<file path="config.mk">
export PLATFORM = sky130hd
export DESIGN_NAME = octal_sar_conversion_sequencer
export DESIGN_NICKNAME = d
export VERILOG_FILES = /design/src/sar_seq_pkg.sv /design/src/sar_seq_links.sv /design/src/lane_serializer.sv /design/src/octal_sar_conversion_sequencer.sv /design/src/sar_engine.sv
export SDC_FILE = /design/constraint.sdc
export NUM_CORES = 1
export LEC_CHECK = 0
export BUFFER_PORTS_ARGS = -buffer_cell sky130_fd_sc_hd__buf_4
export CORE_ASPECT_RATIO = 1.5
export CORE_MARGIN = 2
export CORE_UTILIZATION = 30
export CTS_CLUSTER_SIZE = 10
export DETAILED_ROUTE_END_ITERATION = 8
export GPL_ROUTABILITY_DRIVEN = 0
export PLACE_DENSITY_LB_ADDON = 0.15
export SLEW_MARGIN = 20
export SYNTH_ARGS = -nofsm -noshare
export SYNTH_HDL_FRONTEND = slang
export SYNTH_SLANG_ARGS = --single-unit
</file>
<file path="constraint.sdc">
create_clock -name clk_in -period 82.1 [get_ports clk_in]
set_clock_uncertainty 0.1 [all_clocks]
set_input_delay 8.21 -clock clk_in [delete_from_list [all_inputs] [get_ports clk_in]]
set_output_delay 8.21 -clock clk_in [all_outputs]
set_load 0.05 [all_outputs]
</file>
<file path="src/sar_seq_pkg.sv">
// constants and format helpers for the octal sar conversion sequencer
// assumes: one 100 MHz clock, all files compiled after this package
`default_nettype none
package sar_seq_pkg;
  localparam int NUM_CH = 8;
  localparam int CH_W = 3;
  localparam int RES_W = 16;
  localparam int RANGE_W = 3;
  localparam int CFG_W = NUM_CH * RANGE_W;
  localparam int WORD_W = 24;
  localparam int BIT_LAST = WORD_W - 1;
  localparam int SETTLE_CYCLES = 3;
  localparam logic [RANGE_W-1:0] RANGE_OFF = 3'h0;
  localparam logic [RES_W-1:0] SIGN_FLIP = 16'h8000;
  localparam logic [RES_W-1:0] RES_ZERO = 16'h0000;
  localparam logic [NUM_CH-1:0] HOLD_ALL = 8'hff;
  localparam logic [NUM_CH-1:0] HOLD_NONE = 8'h00;
  localparam logic [3:0] LANES_MIN = 4'h1;
  localparam logic [3:0] LANES_MAX = 4'h8;
  localparam logic [3:0] CH_NONE = 4'h8;

  // codes 7, 6, 3 and 2 all have bit 1 set; 5, 4, 1 do not
  function automatic logic is_bipolar(input logic [RANGE_W-1:0] rng);
    return rng[1];
  endfunction : is_bipolar

  // raw search code is offset binary over the span
  function automatic logic [RES_W-1:0] format_result(
      input logic [RES_W-1:0] raw, input logic [RANGE_W-1:0] rng);
    if (rng == RANGE_OFF) begin
      return RES_ZERO;
    end
    if (is_bipolar(rng)) begin
      return raw ^ SIGN_FLIP;
    end
    return raw;
  endfunction : format_result
endpackage : sar_seq_pkg
`default_nettype wire
</file>
<file path="src/sar_seq_links.sv">
// carriers between the sequencer and its search engine and serializer
// assumes: all ends share clk_in
`default_nettype none
interface sar_link_if;
  logic start;
  logic comp;
  logic done;
  logic [sar_seq_pkg::RES_W-1:0] code;
  logic [sar_seq_pkg::RES_W-1:0] result;
  modport ctrl (output start, output comp, input done, input code,
                input result);
  modport engine (input start, input comp, output done, output code,
                  output result);
endinterface : sar_link_if

interface result_link_if;
  logic load;
  logic [sar_seq_pkg::NUM_CH-1:0][sar_seq_pkg::WORD_W-1:0] words;
  modport src (output load, output words);
  modport dst (input load, input words);
endinterface : result_link_if
`default_nettype wire

</file>
<file path="src/lane_serializer.sv">
// spreads the eight result words over one to eight output lanes
// assumes: shift_in is a one-cycle enable from host logic on clk_in
`default_nettype none
module lane_serializer (
  input wire logic clk_in,
  input wire logic arst_n_in,
  result_link_if.dst link,
  input wire logic shift_in,
  input wire logic [3:0] lanes_in,
  output logic [sar_seq_pkg::NUM_CH-1:0] sdo_out,
  output logic frame_done_out
);
  import sar_seq_pkg::*;

  logic [NUM_CH-1:0][WORD_W-1:0] word_q;
  logic [3:0] n_q;
  logic [4:0] bit_q;
  logic [2:0] k_q;
  logic active_q;
  logic [NUM_CH-1:0] sdo_q;
  logic done_q;
  logic [4:0] nbit;
  logic [2:0] nk;
  logic last;
  logic [3:0] wpl;

  // lane l carries channels l, l+n, l+2n ... in channel order
  function automatic logic [NUM_CH-1:0] lane_bits(
      input logic [NUM_CH-1:0][WORD_W-1:0] w, input logic [2:0] k,
      input logic [4:0] b, input logic [3:0] n);
    logic [NUM_CH-1:0] r;
    int idx;
    r = HOLD_NONE;
    for (int l = 0; l < NUM_CH; l++) begin
      idx = int'(k) * int'(n) + l;
      if (l < int'(n) && idx < NUM_CH) begin
        r[l] = w[idx][BIT_LAST - int'(b)];
      end
    end
    return r;
  endfunction : lane_bits

  function automatic logic [3:0] clamp_lanes(input logic [3:0] n);
    if (n < LANES_MIN) begin
      return LANES_MIN;
    end
    if (n > LANES_MAX) begin
      return LANES_MAX;
    end
    return n;
  endfunction : clamp_lanes

  always_comb begin
    wpl = 4'((NUM_CH + int'(n_q) - 1) / int'(n_q));
    last = (bit_q == 5'(BIT_LAST)) && ({1'b0, k_q} == wpl - 4'h1);
    if (bit_q == 5'(BIT_LAST)) begin
      nbit = 5'h00;
      nk = k_q + 3'h1;
    end else begin
      nbit = bit_q + 5'h01;
      nk = k_q;
    end
  end

  always_ff @(posedge clk_in or negedge arst_n_in) begin
    if (!arst_n_in) begin
      word_q <= '0;
      n_q <= LANES_MIN;
      bit_q <= 5'h00;
      k_q <= 3'h0;
      active_q <= 1'b0;
      sdo_q <= HOLD_NONE;
      done_q <= 1'b0;
    end else begin
      done_q <= 1'b0;
      if (link.load) begin
        word_q <= link.words;
        n_q <= clamp_lanes(lanes_in);
        bit_q <= 5'h00;
        k_q <= 3'h0;
        active_q <= 1'b1;
        sdo_q <= lane_bits(link.words, 3'h0, 5'h00,
                           clamp_lanes(lanes_in));
      end else if (shift_in && active_q) begin
        if (last) begin
          active_q <= 1'b0;
          done_q <= 1'b1;
          sdo_q <= HOLD_NONE;
        end else begin
          bit_q <= nbit;
          k_q <= nk;
          sdo_q <= lane_bits(word_q, nk, nbit, n_q);
        end
      end
    end
  end

  assign sdo_out = sdo_q;
  assign frame_done_out = done_q;

  chk_chan0_first: assert property (
    @(posedge clk_in) disable iff (!arst_n_in)
    link.load |=> sdo_q[0] == $past(link.words[0][BIT_LAST]))
    else $error("lane 0 did not open with channel 0 msb");

  chk_unused_lanes: assert property (
    @(posedge clk_in) disable iff (!arst_n_in)
    (n_q < LANES_MAX) |-> (sdo_q >> n_q) == HOLD_NONE)
    else $error("lane above the selected count is driving");
endmodule : lane_serializer
`default_nettype wire

</file>
<file path="src/octal_sar_conversion_sequencer.sv">
// top of the octal sar conversion sequencer
// assumes: convert start and comparator come from outside the clock domain;
// range codes, lane count, shift enable and power requests from host logic
//
// What this block does
// - idle channels stay tracking until convert edge
// - convert rising edge holds all channels, converts
// - one channel at a time on shared dac
// - sixteen step binary search per channel
// - assemble output only after all channels done
// - twenty-four bit result word per channel
// - codes 7,6,3,2 give two's complement
// - unipolar channels give straight binary
// - codes 5,4,1 are unipolar straight binary
// - per-channel range codes latched every conversion
// - disabled channels are skipped in sequence
// - results cleared, fresh sample every conversion
// - one to eight serial output lanes
// - nap and power-down states for idle periods
// - output starts at channel 0, channel order
`default_nettype none
module octal_sar_conversion_sequencer (
  input wire logic clk_in,
  input wire logic arst_n_in,
  input wire logic convert_start_in,
  input wire logic comparator_in,
  input wire logic [sar_seq_pkg::CFG_W-1:0] range_cfg_in,
  input wire logic [3:0] lanes_in,
  input wire logic shift_in,
  input wire logic nap_in,
  input wire logic power_down_in,
  output logic [sar_seq_pkg::NUM_CH-1:0] sample_hold_out,
  output logic [sar_seq_pkg::CH_W-1:0] chan_sel_out,
  output logic [sar_seq_pkg::RES_W-1:0] capacitor_dac_out,
  output logic busy_out,
  output logic results_ready_out,
  output logic nap_out,
  output logic power_down_out,
  output logic [sar_seq_pkg::NUM_CH-1:0] sdo_out,
  output logic frame_done_out
);
  import sar_seq_pkg::*;

  typedef enum logic [3:0] {
    st_acquire  = 4'h1,
    st_start    = 4'h2,
    st_wait     = 4'h4,
    st_assemble = 4'h8
  } seq_state_type;

  //////////////////////////////////////////////////////////////////////////
  // pin synchronisers

  logic cnv_meta_q;
  logic cnv_sync_q;
  logic cnv_prev_q;
  logic comp_meta_q;
  logic comp_sync_q;
  logic cnv_rise;

  always_ff @(posedge clk_in or negedge arst_n_in) begin
    if (!arst_n_in) begin
      cnv_meta_q <= 1'b0;
      cnv_sync_q <= 1'b0;
      cnv_prev_q <= 1'b0;
    end else begin
      cnv_meta_q <= convert_start_in;
      cnv_sync_q <= cnv_meta_q;
      cnv_prev_q <= cnv_sync_q;
    end
  end

  // comparator latency is covered by the engine settle count
  always_ff @(posedge clk_in or negedge arst_n_in) begin
    if (!arst_n_in) begin
      comp_meta_q <= 1'b0;
      comp_sync_q <= 1'b0;
    end else begin
      comp_meta_q <= comparator_in;
      comp_sync_q <= comp_meta_q;
    end
  end

  assign cnv_rise = cnv_sync_q && !cnv_prev_q;

  //////////////////////////////////////////////////////////////////////////
  // channel sequencing

  seq_state_type state_q;
  logic [CH_W-1:0] chan_q;
  logic [NUM_CH-1:0][RANGE_W-1:0] range_q;
  logic [NUM_CH-1:0][RES_W-1:0] res_q;
  logic [NUM_CH-1:0] hold_q;
  logic ready_q;
  logic nap_q;
  logic pd_q;
  logic accept;
  logic [3:0] first_ch;
  logic [3:0] next_ch;
  logic [NUM_CH-1:0][RANGE_W-1:0] cfg_now;

  sar_link_if sar_link ();
  result_link_if res_link ();

  // lowest enabled channel at or above from; CH_NONE when none left
  function automatic logic [3:0] next_enabled(
      input logic [NUM_CH-1:0][RANGE_W-1:0] rng, input logic [3:0] from);
    logic [3:0] r;
    r = CH_NONE;
    for (int i = NUM_CH - 1; i >= 0; i--) begin
      if (i >= int'(from) && rng[i] != RANGE_OFF) begin
        r = 4'(i);
      end
    end
    return r;
  endfunction : next_enabled

  assign cfg_now = range_cfg_in;
  // a start edge while converting or powered down is dropped
  assign accept = cnv_rise && (state_q == st_acquire) && !power_down_in;
  assign first_ch = next_enabled(cfg_now, 4'h0);
  assign next_ch = next_enabled(range_q, {1'b0, chan_q} + 4'h1);

  always_ff @(posedge clk_in or negedge arst_n_in) begin
    if (!arst_n_in) begin
      state_q <= st_acquire;
      chan_q <= '0;
    end else begin
      case (state_q)
        st_acquire: begin
          if (accept) begin
            if (first_ch == CH_NONE) begin
              state_q <= st_assemble;
            end else begin
              state_q <= st_start;
              chan_q <= first_ch[CH_W-1:0];
            end
          end
        end
        st_start: begin
          state_q <= st_wait;
        end
        st_wait: begin
          if (sar_link.done) begin
            if (next_ch == CH_NONE) begin
              state_q <= st_assemble;
            end else begin
              state_q <= st_start;
              chan_q <= next_ch[CH_W-1:0];
            end
          end
        end
        st_assemble: begin
          state_q <= st_acquire;
        end
        default: begin
          state_q <= st_acquire;
        end
      endcase
    end
  end

  // a new code set is taken with every accepted start edge
  always_ff @(posedge clk_in or negedge arst_n_in) begin
    if (!arst_n_in) begin
      range_q <= '0;
    end else if (accept) begin
      range_q <= cfg_now;
    end
  end

  // held channels go back to tracking once their result is taken; disabled ones only in st_assemble
  always_ff @(posedge clk_in or negedge arst_n_in) begin
    if (!arst_n_in) begin
      hold_q <= HOLD_NONE;
    end else if (accept) begin
      hold_q <= HOLD_ALL;
    end else if (state_q == st_wait && sar_link.done) begin
      hold_q[chan_q] <= 1'b0;
    end else if (state_q == st_assemble || state_q == st_acquire) begin
      hold_q <= HOLD_NONE;
    end
  end

  always_ff @(posedge clk_in or negedge arst_n_in) begin
    if (!arst_n_in) begin
      res_q <= '0;
    end else if (accept) begin
      res_q <= '0;
    end else if (state_q == st_wait && sar_link.done) begin
      res_q[chan_q] <= format_result(sar_link.result,
                                     range_q[chan_q]);
    end
  end

  always_ff @(posedge clk_in or negedge arst_n_in) begin
    if (!arst_n_in) begin
      ready_q <= 1'b0;
    end else if (state_q == st_assemble) begin
      ready_q <= 1'b1;
    end else if (accept) begin
      ready_q <= 1'b0;
    end
  end

  // nap only while idle; the next start edge wakes it
  always_ff @(posedge clk_in or negedge arst_n_in) begin
    if (!arst_n_in) begin
      nap_q <= 1'b0;
      pd_q <= 1'b0;
    end else begin
      pd_q <= power_down_in && (state_q == st_acquire);
      nap_q <= nap_in && !power_down_in && !accept &&
               (state_q == st_acquire);
    end
  end

  //////////////////////////////////////////////////////////////////////////
  // engine and output assembly

  assign sar_link.start = (state_q == st_start);
  assign sar_link.comp = comp_sync_q;

  sar_engine #(
    .SETTLE(SETTLE_CYCLES)
  ) u_engine (
    .clk_in(clk_in),
    .arst_n_in(arst_n_in),
    .link(sar_link)
  );

  // word: result, channel number, range code, two spare zero bits
  always_comb begin
    for (int i = 0; i < NUM_CH; i++) begin
      res_link.words[i] = {res_q[i], 3'(i), range_q[i], 2'b00};
    end
  end

  assign res_link.load = (state_q == st_assemble);

  lane_serializer u_serializer (
    .clk_in(clk_in),
    .arst_n_in(arst_n_in),
    .link(res_link),
    .shift_in(shift_in),
    .lanes_in(lanes_in),
    .sdo_out(sdo_out),
    .frame_done_out(frame_done_out)
  );

  assign sample_hold_out = hold_q;
  assign chan_sel_out = chan_q;
  assign capacitor_dac_out = sar_link.code;
  assign busy_out = (state_q != st_acquire);
  assign results_ready_out = ready_q;
  assign nap_out = nap_q;
  assign power_down_out = pd_q;

  //////////////////////////////////////////////////////////////////////////
  // checks

  chk_idle_tracking: assert property (
    @(posedge clk_in) disable iff (!arst_n_in)
    (state_q == st_acquire) && $past(state_q == st_acquire) |->
      hold_q == HOLD_NONE)
    else $error("channel held while idle");

  chk_edge_holds_all: assert property (
    @(posedge clk_in) disable iff (!arst_n_in)
    accept |=> hold_q == HOLD_ALL && state_q != st_acquire)
    else $error("start edge did not hold every channel");

  chk_enabled_only: assert property (
    @(posedge clk_in) disable iff (!arst_n_in)
    (state_q == st_wait) |-> range_q[chan_q] != RANGE_OFF)
    else $error("disabled channel entered the search");

  chk_load_after_all: assert property (
    @(posedge clk_in) disable iff (!arst_n_in)
    (state_q == st_wait) && sar_link.done && next_ch != CH_NONE |=>
      !res_link.load ##1 state_q == st_wait)
    else $error("output assembled before last channel");

  chk_bipolar_twos: assert property (
    @(posedge clk_in) disable iff (!arst_n_in)
    (state_q == st_wait) && sar_link.done && is_bipolar(range_q[chan_q])
      |=> res_q[$past(chan_q)] == ($past(sar_link.result) ^ SIGN_FLIP))
    else $error("bipolar result not two's complement");

  chk_unipolar_straight: assert property (
    @(posedge clk_in) disable iff (!arst_n_in)
    (state_q == st_wait) && sar_link.done && !is_bipolar(range_q[chan_q])
      |=> res_q[$past(chan_q)] == $past(sar_link.result))
    else $error("unipolar result not straight binary");

  chk_disabled_zero: assert property (
    @(posedge clk_in) disable iff (!arst_n_in)
    res_link.load |-> (range_q[0] != RANGE_OFF || res_q[0] == RES_ZERO) &&
      (range_q[7] != RANGE_OFF || res_q[7] == RES_ZERO))
    else $error("disabled channel reported nonzero");

  chk_fresh_results: assert property (
    @(posedge clk_in) disable iff (!arst_n_in)
    accept |=> res_q == '0 && !ready_q)
    else $error("old result carried into new conversion");

  chk_codes_latched: assert property (
    @(posedge clk_in) disable iff (!arst_n_in)
    accept |=> range_q == $past(cfg_now))
    else $error("range codes not taken at start edge");

  chk_power_down_idle: assert property (
    @(posedge clk_in) disable iff (!arst_n_in)
    power_down_in && (state_q == st_acquire) |=> state_q == st_acquire
      && pd_q && !nap_q)
    else $error("conversion started while powered down");
endmodule : octal_sar_conversion_sequencer
`default_nettype wire

</file>
<file path="src/sar_engine.sv">
// sixteen-step binary search driving the shared capacitor dac
// assumes: comp is already synchronised, high when sample >= dac code
`default_nettype none
module sar_engine #(
  parameter int SETTLE = sar_seq_pkg::SETTLE_CYCLES
) (
  input wire logic clk_in,
  input wire logic arst_n_in,
  sar_link_if.engine link
);
  import sar_seq_pkg::*;

  localparam int SAR_CYC = 16 * SETTLE + 1;

  logic busy_q;
  logic [3:0] bit_q;
  logic [3:0] cnt_q;
  logic [RES_W-1:0] trial_q;
  logic [RES_W-1:0] result_q;
  logic done_q;
  logic [RES_W-1:0] keep;

  // drop the trial bit when the sample sits below the dac level
  always_comb begin
    keep = link.comp ? trial_q : (trial_q & ~(16'h0001 << bit_q));
  end

  always_ff @(posedge clk_in or negedge arst_n_in) begin
    if (!arst_n_in) begin
      busy_q <= 1'b0;
      bit_q <= 4'h0;
      cnt_q <= 4'h0;
      trial_q <= RES_ZERO;
      result_q <= RES_ZERO;
      done_q <= 1'b0;
    end else begin
      done_q <= 1'b0;
      if (link.start) begin
        busy_q <= 1'b1;
        bit_q <= 4'hf;
        cnt_q <= 4'h0;
        trial_q <= SIGN_FLIP;
      end else if (busy_q) begin
        if (cnt_q == 4'(SETTLE - 1)) begin
          cnt_q <= 4'h0;
          if (bit_q == 4'h0) begin
            result_q <= keep;
            trial_q <= keep;
            done_q <= 1'b1;
            busy_q <= 1'b0;
          end else begin
            trial_q <= keep | (16'h0001 << (bit_q - 4'h1));
            bit_q <= bit_q - 4'h1;
          end
        end else begin
          cnt_q <= cnt_q + 4'h1;
        end
      end
    end
  end

  assign link.code = trial_q;
  assign link.result = result_q;
  assign link.done = done_q;

  chk_search_length: assert property (
    @(posedge clk_in) disable iff (!arst_n_in)
    link.start |-> ##[SAR_CYC:SAR_CYC] done_q)
    else $error("search did not finish in sixteen steps");

  chk_first_trial: assert property (
    @(posedge clk_in) disable iff (!arst_n_in)
    link.start |=> trial_q == SIGN_FLIP && busy_q)
    else $error("search did not open at half scale");
endmodule : sar_engine
`default_nettype wire

</file>
==> results.yml, run 1 <==
worst_setup_path:
  critPathSlowestCell: "dfstp_2"
  slowest_delay_ns: 0.70
  crit_top_cell: "ha_1"
  reg2reg_to: "u_serializer.sdo_out[4]$_DFFE_PN0P_"
  required_ns: 82.42
  cp-end-kind: "flop"
  critPathKind: "flop to flop"
  start_kind: "flop"
  endpoint: "u_serializer.sdo_out[4]$_DFFE_PN0P_"
  cp-startpoint: "u_serializer.n_q[0]$_DFFE_PN1P_"
  crit_buf_inv: 19
  crit_arrival_ns: 75.72
  reg2reg_from: "u_serializer.n_q[0]$_DFFE_PN1P_"
  critical_path.top_delay_family: "compound AO/OA/AOI/OAI gates"
  reg2reg_depth: 307
  path_depth: 307
  crit_fanout: 23
  r2r_setup_slack_ns: 6.70
timing:
  fin_setup_tns_ns: 0
  setup_viol: 0
  worst_slew_pin_slew_ns: 1.06
  post-route-min-period_ns: 75.40
  rsz0062_at_grt: "no"
  worst_slack_ns: 6.70
  finalHoldViolCount: 0
  final_max_slew_viol_count: 0
  fmax_mhz: 13.3
  finalCritPeriodShare_pct: 91.8
  relSlewSlack_pct: 28.8
pwr:
  cellPowerDensity_nw_per_um2: 36.3
  power_mw: 1.66
  leakage_nw: 20.0
  ir_drop_mv: 0.171
cts:
  numCtsBuffers: 46
  clock_sinks: 392
  worstSkewPairLatency_ns: 0.59
  clk_path_buf_depth: 3
  clk_pin_slew_worst_paths_ns: 0.06
  root_buffer: "clkbuf_16"
  cts.htree.levels: 2
  cts_hold_buf: 0
  cts_tree: "built"
layout:
  fin_nets: 5585
  layout-drive-gt1-share_pct: 10.7
  area_growth_pct: 9.32
route:
  drtAntennaViolNets: 0
  via_per_inst: 5.84
  wire_per_inst_um: 22.4
  drcViolationCount: 0
  first_iter_violations: 2891
  wl_mm: 163
  num_vias: 42489
  firstDrtPassIters: 7
floorplanning:
  boundaryPins: 75
  dieArea_um2: 143000
  start_util_pct: 30.3
  core_um2: 138000
  die_w_um: 309
  die_y_um: 462
  num_rows: 167
synthesis:
  synth_flop_cell: "dfrtp_1"
  synth_area_um2: 41900
  synth_top_area_cell: "dfrtp_1"
  ys_warn_count: 0
  synthArstFlopShare_pct: 100
  synthCells: 5447
  yosys-top-cells-area: "dfrtp_1 23%, nand2_1 8.8%, o21ai_0 4.6%, ha_1 4.5%, mux2i_1 4.4%"
  yosysUniqueCellTypes: 161
  syn_area_per_cell_um2: 7.69
  synth_top_area_share_pct: 23.3
  ys_seq_elements: 392
  synth_edf_count: 0
  seq_area_frac_synth_pct: 23.4
global_routing:
  antenna_found_initial: 1
  grt_pass1_vias: 41890
  grt.overflow.total: 0
  grt_max_degree: 126
  grt.total_usage_pct: 22.3
  grt_pass1_wl_mm: 253
place:
  dp_hpwl_mm: 125
  place_ws_ns: 1.54
  io_buffers: 74
min_path:
  hold_path_depth: 0
  worstHoldPathType: "flop to flop"
status:
  outcome: "finished clean"
job:
  maxCapViolCount: 0
==> worst min path at each step <==
stage / startpoint / end / slack, ns
after global placement: cnv_meta_q$_DFF_PN0_ / cnv_sync_q$_DFF_PN0_ / 0.23
after floorplan: cnv_meta_q$_DFF_PN0_ / cnv_sync_q$_DFF_PN0_ / 0.23
final: comp_meta_q$_DFF_PN0_ / comp_sync_q$_DFF_PN0_ / 0.25
after CTS: comp_meta_q$_DFF_PN0_ / comp_sync_q$_DFF_PN0_ / 0.25
after detailed placement: comp_meta_q$_DFF_PN0_ / comp_sync_q$_DFF_PN0_ / 0.23
after global routing: cnv_meta_q$_DFF_PN0_ / cnv_sync_q$_DFF_PN0_ / 0.25
==> logic make-up after synthesis <==
| group | after synthesis | share of synthesized area (%) |
|---|---|---|
| and+or+nand+nor | 2504 | 29.3 |
| muxes | 307 | 9.54 |
| AOI/OAI and AO/OA | 1573 | 25.9 |
| DFF | 392 | 23.4 |
| adders and majority gates | 156 | 4.71 |
| xor gates and xnor gates | 176 | 3.72 |
| other | 1 | 0.00895 |
| buffers and inverters | 338 | 3.47 |
==> per-stage QoR <==
stage	hold WS, ns	area [um2]	cells	utilization, %
6_report	0.247	45800	7273	33.1
2_1_floorplan	0.231	42000	5466	-
5_1_grt	0.254	45800	7273	33.1
4_1_cts	0.249	45600	7263	32.9
3_3_place_gp	0.234	44200	7197	32.0
3_5_place_dp	0.235	44300	7197	32.0
==> registers in the layout, summed over array words and instances (netlist names), 3 cells and up <==
register              flops
u_serializer.word_q     153
res_link.words          128
range_q                  24
u_engine.link.code       16
u_engine.link.result     16
sample_hold_out           8
u_serializer.sdo_out      8
u_serializer.bit_q        5
state_q                   4
u_engine.bit_q            4
u_engine.cnt_q            4
u_serializer.n_q          4
chan_sel_out              3
u_serializer.k_q          3
==> cell usage in the layout, fill, tap and decap left out, types with 41 or more instances in the layout <==
cell type	n
o211ai_1	54
and3_1	57
ha_1	151
nand3_1	314
nand2_1	971
nor4_1	46
a211oi_1	82
a21o_1	74
nand4_1	76
or2_2	48
and2_1	70
nor2_1	381
inv_1	69
o31ai_1	41
xor2_1	60
mux4_2	67
o21ai_1	43
clkbuf_16	46
xnor2_1	110
nand2b_1	52
mux2_2	49
or3_1	55
dfrtp_1	390
o21a_1	76
nor3_1	171
a31oi_1	63
a21oi_1	296
buf_4	139
mux2i_1	183
o21ai_0	384
==> cells in the mapped netlist, types with 31 or more instances <==
cell,count
a31oi_1,63
nand2_1,977
dfrtp_1,390
o211ai_1,54
nand3_1,316
or2_2,48
mux2_2,49
nor2_1,387
o21ai_0,385
or3_1,55
clkbuf_1,181
and3_1,58
o22ai_1,31
a21o_1,75
inv_1,73
o21a_1,76
and2_1,71
nand2b_1,52
nor4_1,47
xnor2_1,112
a211oi_1,82
ha_1,152
mux4_2,67
a21oi_1,307
xor2_1,62
o31ai_1,42
o21ai_1,44
nor3_1,172
nand4_1,76
mux2i_1,184
==> routing by layer <==
metal | vias up | routed length [um] | track usage, %
met3 | 392 | 5810 | 1.83
met4 | 0 | 7670 | 9.72
met2 | 1220 | 83400 | 41.2
li1 | 20286 | - | -
met5 | - | 0 | 0
met1 | 20591 | 66200 | 26.1
==> area by class of cell <==
| type | count | area [um2] |
|---|---|---|
| sequential | 392 | 9810 |
| antenna | 1 | 2.50 |
| timing repair buffer | 142 | 1100 |
| clock inverter | 4 | 77.6 |
| inverter | 77 | 292 |
| fill | 15030 | 92500 |
| tap | 1859 | 2330 |
| clock buffer | 62 | 1220 |
| multi-input combinational | 4736 | 31000 |
==> timing repair <==
item | CTS | global route
gates resized for setup | 0 | 39
buffers inserted | 0 | 9
endpoints found under the setup margin | 0 | 17
==> power breakdown <==
group          switching, mW  total (mW)  internal (mW)  leakage [nW]
Sequential            0.0302       0.251          0.221          5.31
Combinational          0.760        1.22          0.461          14.1
Clock                 0.0826       0.189          0.106         0.626
Note: power is estimated with default switching activity, not from simulation.
==> inputs of run 2 (changes only) <==
--- a/config.mk
+++ b/config.mk
@@ -16,4 +16,5 @@
 export SLEW_MARGIN = 20
 export SYNTH_ARGS = -nofsm -noshare
 export SYNTH_HDL_FRONTEND = slang
+export SYNTH_HIERARCHICAL = 1
 export SYNTH_SLANG_ARGS = --single-unit
==> results.yml, run 2 <==
timing:
  finalHoldViolCount: 0
  rsz0062_at_grt: "no"
  setup_viol: 0
  finalCritPeriodShare_pct: 91.4
  fmax_mhz: 13.3
  fin_setup_tns_ns: 0
  relSlewSlack_pct: 22.5
  post-route-min-period_ns: 75.03
  worst_slew_pin_slew_ns: 1.16
  final_max_slew_viol_count: 0
worst_setup_path:
  start_kind: "flop"
  reg2reg_depth: 307
  slowest_delay_ns: 0.91
  crit_fanout: 22
  required_ns: 82.50
  critPathKind: "flop to flop"
  critical_path.top_delay_family: "simple AND/OR/NAND/NOR gates"
  crit_arrival_ns: 75.43
  reg2reg_from: "u_serializer/n_q[3]$_DFFE_PN0P_"
  crit_buf_inv: 15
  reg2reg_to: "u_serializer/sdo_out[5]$_DFFE_PN0P_"
  cp-end-kind: "flop"
  r2r_setup_slack_ns: 7.07
  critPathSlowestCell: "a211oi_4"
  crit_top_cell: "ha_1"
layout:
  final_common_cell: "nand2_1"
  final_cell_mix: "471 x nand2_1, 429 x dfrtp_1, 404 x nor2_1, 268 x mux2i_1, 238 x mux2_2"
  antenna_cells: 0
  layout-drive-gt1-share_pct: 20.7
  fin_util_pct: 32.7
  area_growth_pct: 8.42
  largest_reg_flops: 192
  fin_nets: 5078
  top_register: "u_serializer/word_q"
route:
  drcViolationCount: 0
  num_vias: 38627
  wire_per_inst_um: 22.6
  drtAntennaViolNets: 0
  first_iter_violations: 2269
  wl_mm: 154
  via_per_inst: 5.66
  firstDrtPassIters: 5
min_path:
  worstHoldPathType: "flop to flop"
  hold_path_depth: 0
  min_to: "cnv_sync_q$_DFF_PN0_"
  min_from: "cnv_meta_q$_DFF_PN0_"
floorplanning:
  boundaryPins: 75
  core_um2: 146000
  start_util_pct: 30.1
  die_y_um: 473
  num_rows: 172
  dieArea_um2: 150000
  die_w_um: 317
status:
  outcome: "finished clean"
synthesis:
  synth_top_area_share_pct: 24.4
  synth_flop_cell: "dfrtp_1"
  synth_top_area_cell: "dfrtp_1"
  synth_edf_count: 0
  ys_warn_count: 6
  yosysUniqueCellTypes: 193
  synth.top_cells.by_count: "472 x nand2_1, 429 x dfrtp_1, 406 x nor2_1, 268 x mux2i_1, 238 x mux2_2"
  syn_area_per_cell_um2: 9.00
  ys_seq_elements: 431
  seq_area_frac_synth_pct: 24.5
  synthCells: 4889
  synthArstFlopShare_pct: 100
  yosys-top-cells-area: "dfrtp_1 24%, mux2i_1 6.1%, mux2_2 6.1%, ha_1 4.3%, nand2_1 4.0%"
  yosysMostFrequentCell: "nand2_1"
  synth_area_um2: 44000
global_routing:
  grt_max_degree: 153
  antenna_found_initial: 2
  grt_pass1_wl_mm: 238
  grt.overflow.total: 0
  grt_pass1_vias: 39221
  grt.total_usage_pct: 20.1
cts:
  post_cts_buffers: 0
  numCtsBuffers: 50
  clk_path_buf_depth: 3
  ctsResizeCount: 0
  cts_hold_buf: 0
  clk_pin_slew_worst_paths_ns: 0.06
  cts.htree.levels: 2
  cts_tree: "built"
  root_buffer: "clkbuf_16"
  worstSkewPairLatency_ns: 0.61
  clock_sinks: 431
place:
  io_buffers: 74
  dp_hpwl_mm: 118
job:
  maxCapViolCount: 0
## run 2: cell type report
class	count	area (um2)
multi-input combinational	4183	31800
sequential	431	10800
clock buffer	67	1380
inverter	94	358
fill	15242	98400
tap	1914	2390
timing repair buffer	128	993
clock inverter	4	42.5
## run 2: cell families after synthesis
family,after synthesis,synth area share (%)
AOI/OAI and AO/OA,1368,23.8
xor gates and xnor gates,212,4.39
adders and majority gates,158,4.53
buffers and inverters,338,4.13
DFF,431,24.5
muxes,586,16.0
other,3,0.0256
and+or+nand+nor,1793,22.6
## run 2: worst max-delay path by stage
stage / from / endpoint / slack, ns / cells past startpoint
after floorplan: u_serializer/n_q[0]$_DFFE_PN1P_ / u_serializer/sdo_out[5]$_DFFE_PN0P_ / 18.93 / 317
after global placement: u_serializer/n_q[3]$_DFFE_PN0P_ / u_serializer/sdo_out[5]$_DFFE_PN0P_ / 9.34 / 307
after detailed placement: u_serializer/n_q[3]$_DFFE_PN0P_ / u_serializer/sdo_out[5]$_DFFE_PN0P_ / 7.35 / 307
after CTS: u_serializer/n_q[3]$_DFFE_PN0P_ / u_serializer/sdo_out[5]$_DFFE_PN0P_ / 7.13 / 307
after global routing: u_serializer/n_q[3]$_DFFE_PN0P_ / u_serializer/sdo_out[5]$_DFFE_PN0P_ / 0.33 / 307
final: u_serializer/n_q[3]$_DFFE_PN0P_ / u_serializer/sdo_out[5]$_DFFE_PN0P_ / 7.07 / 307
## run 2: routing by layer
layer | global-route usage, % | vias up | share of wire (%) | routed length [um]
li1 | - | 18578 | - | -
met1 | 22.5 | 19061 | 40 | 61200
met2 | 38.6 | 701 | 54 | 82600
met3 | 1.69 | 283 | 2.5 | 3820
met4 | 7.89 | 4 | 4.1 | 6380
met5 | 0 | - | 0.014 | 21
## run 2: per-stage QoR
step | instances | instance area [um2] | hold slack [ns] | worst slack (ns)
after floorplan | 4952 | 44200 | 0.231 | 18.93
final | 6821 | 47700 | 0.248 | 7.07
after CTS | 6821 | 47700 | 0.257 | 7.13
after global placement | 6750 | 46300 | 0.236 | 9.34
after global routing | 6821 | 47700 | 0.262 | 0.325
after detailed placement | 6750 | 46300 | 0.245 | 7.35
Power of run 2 is left out: the tool's default activity adds up to more than one toggle a clock period on the data nets, which glitch-free logic cannot reach.
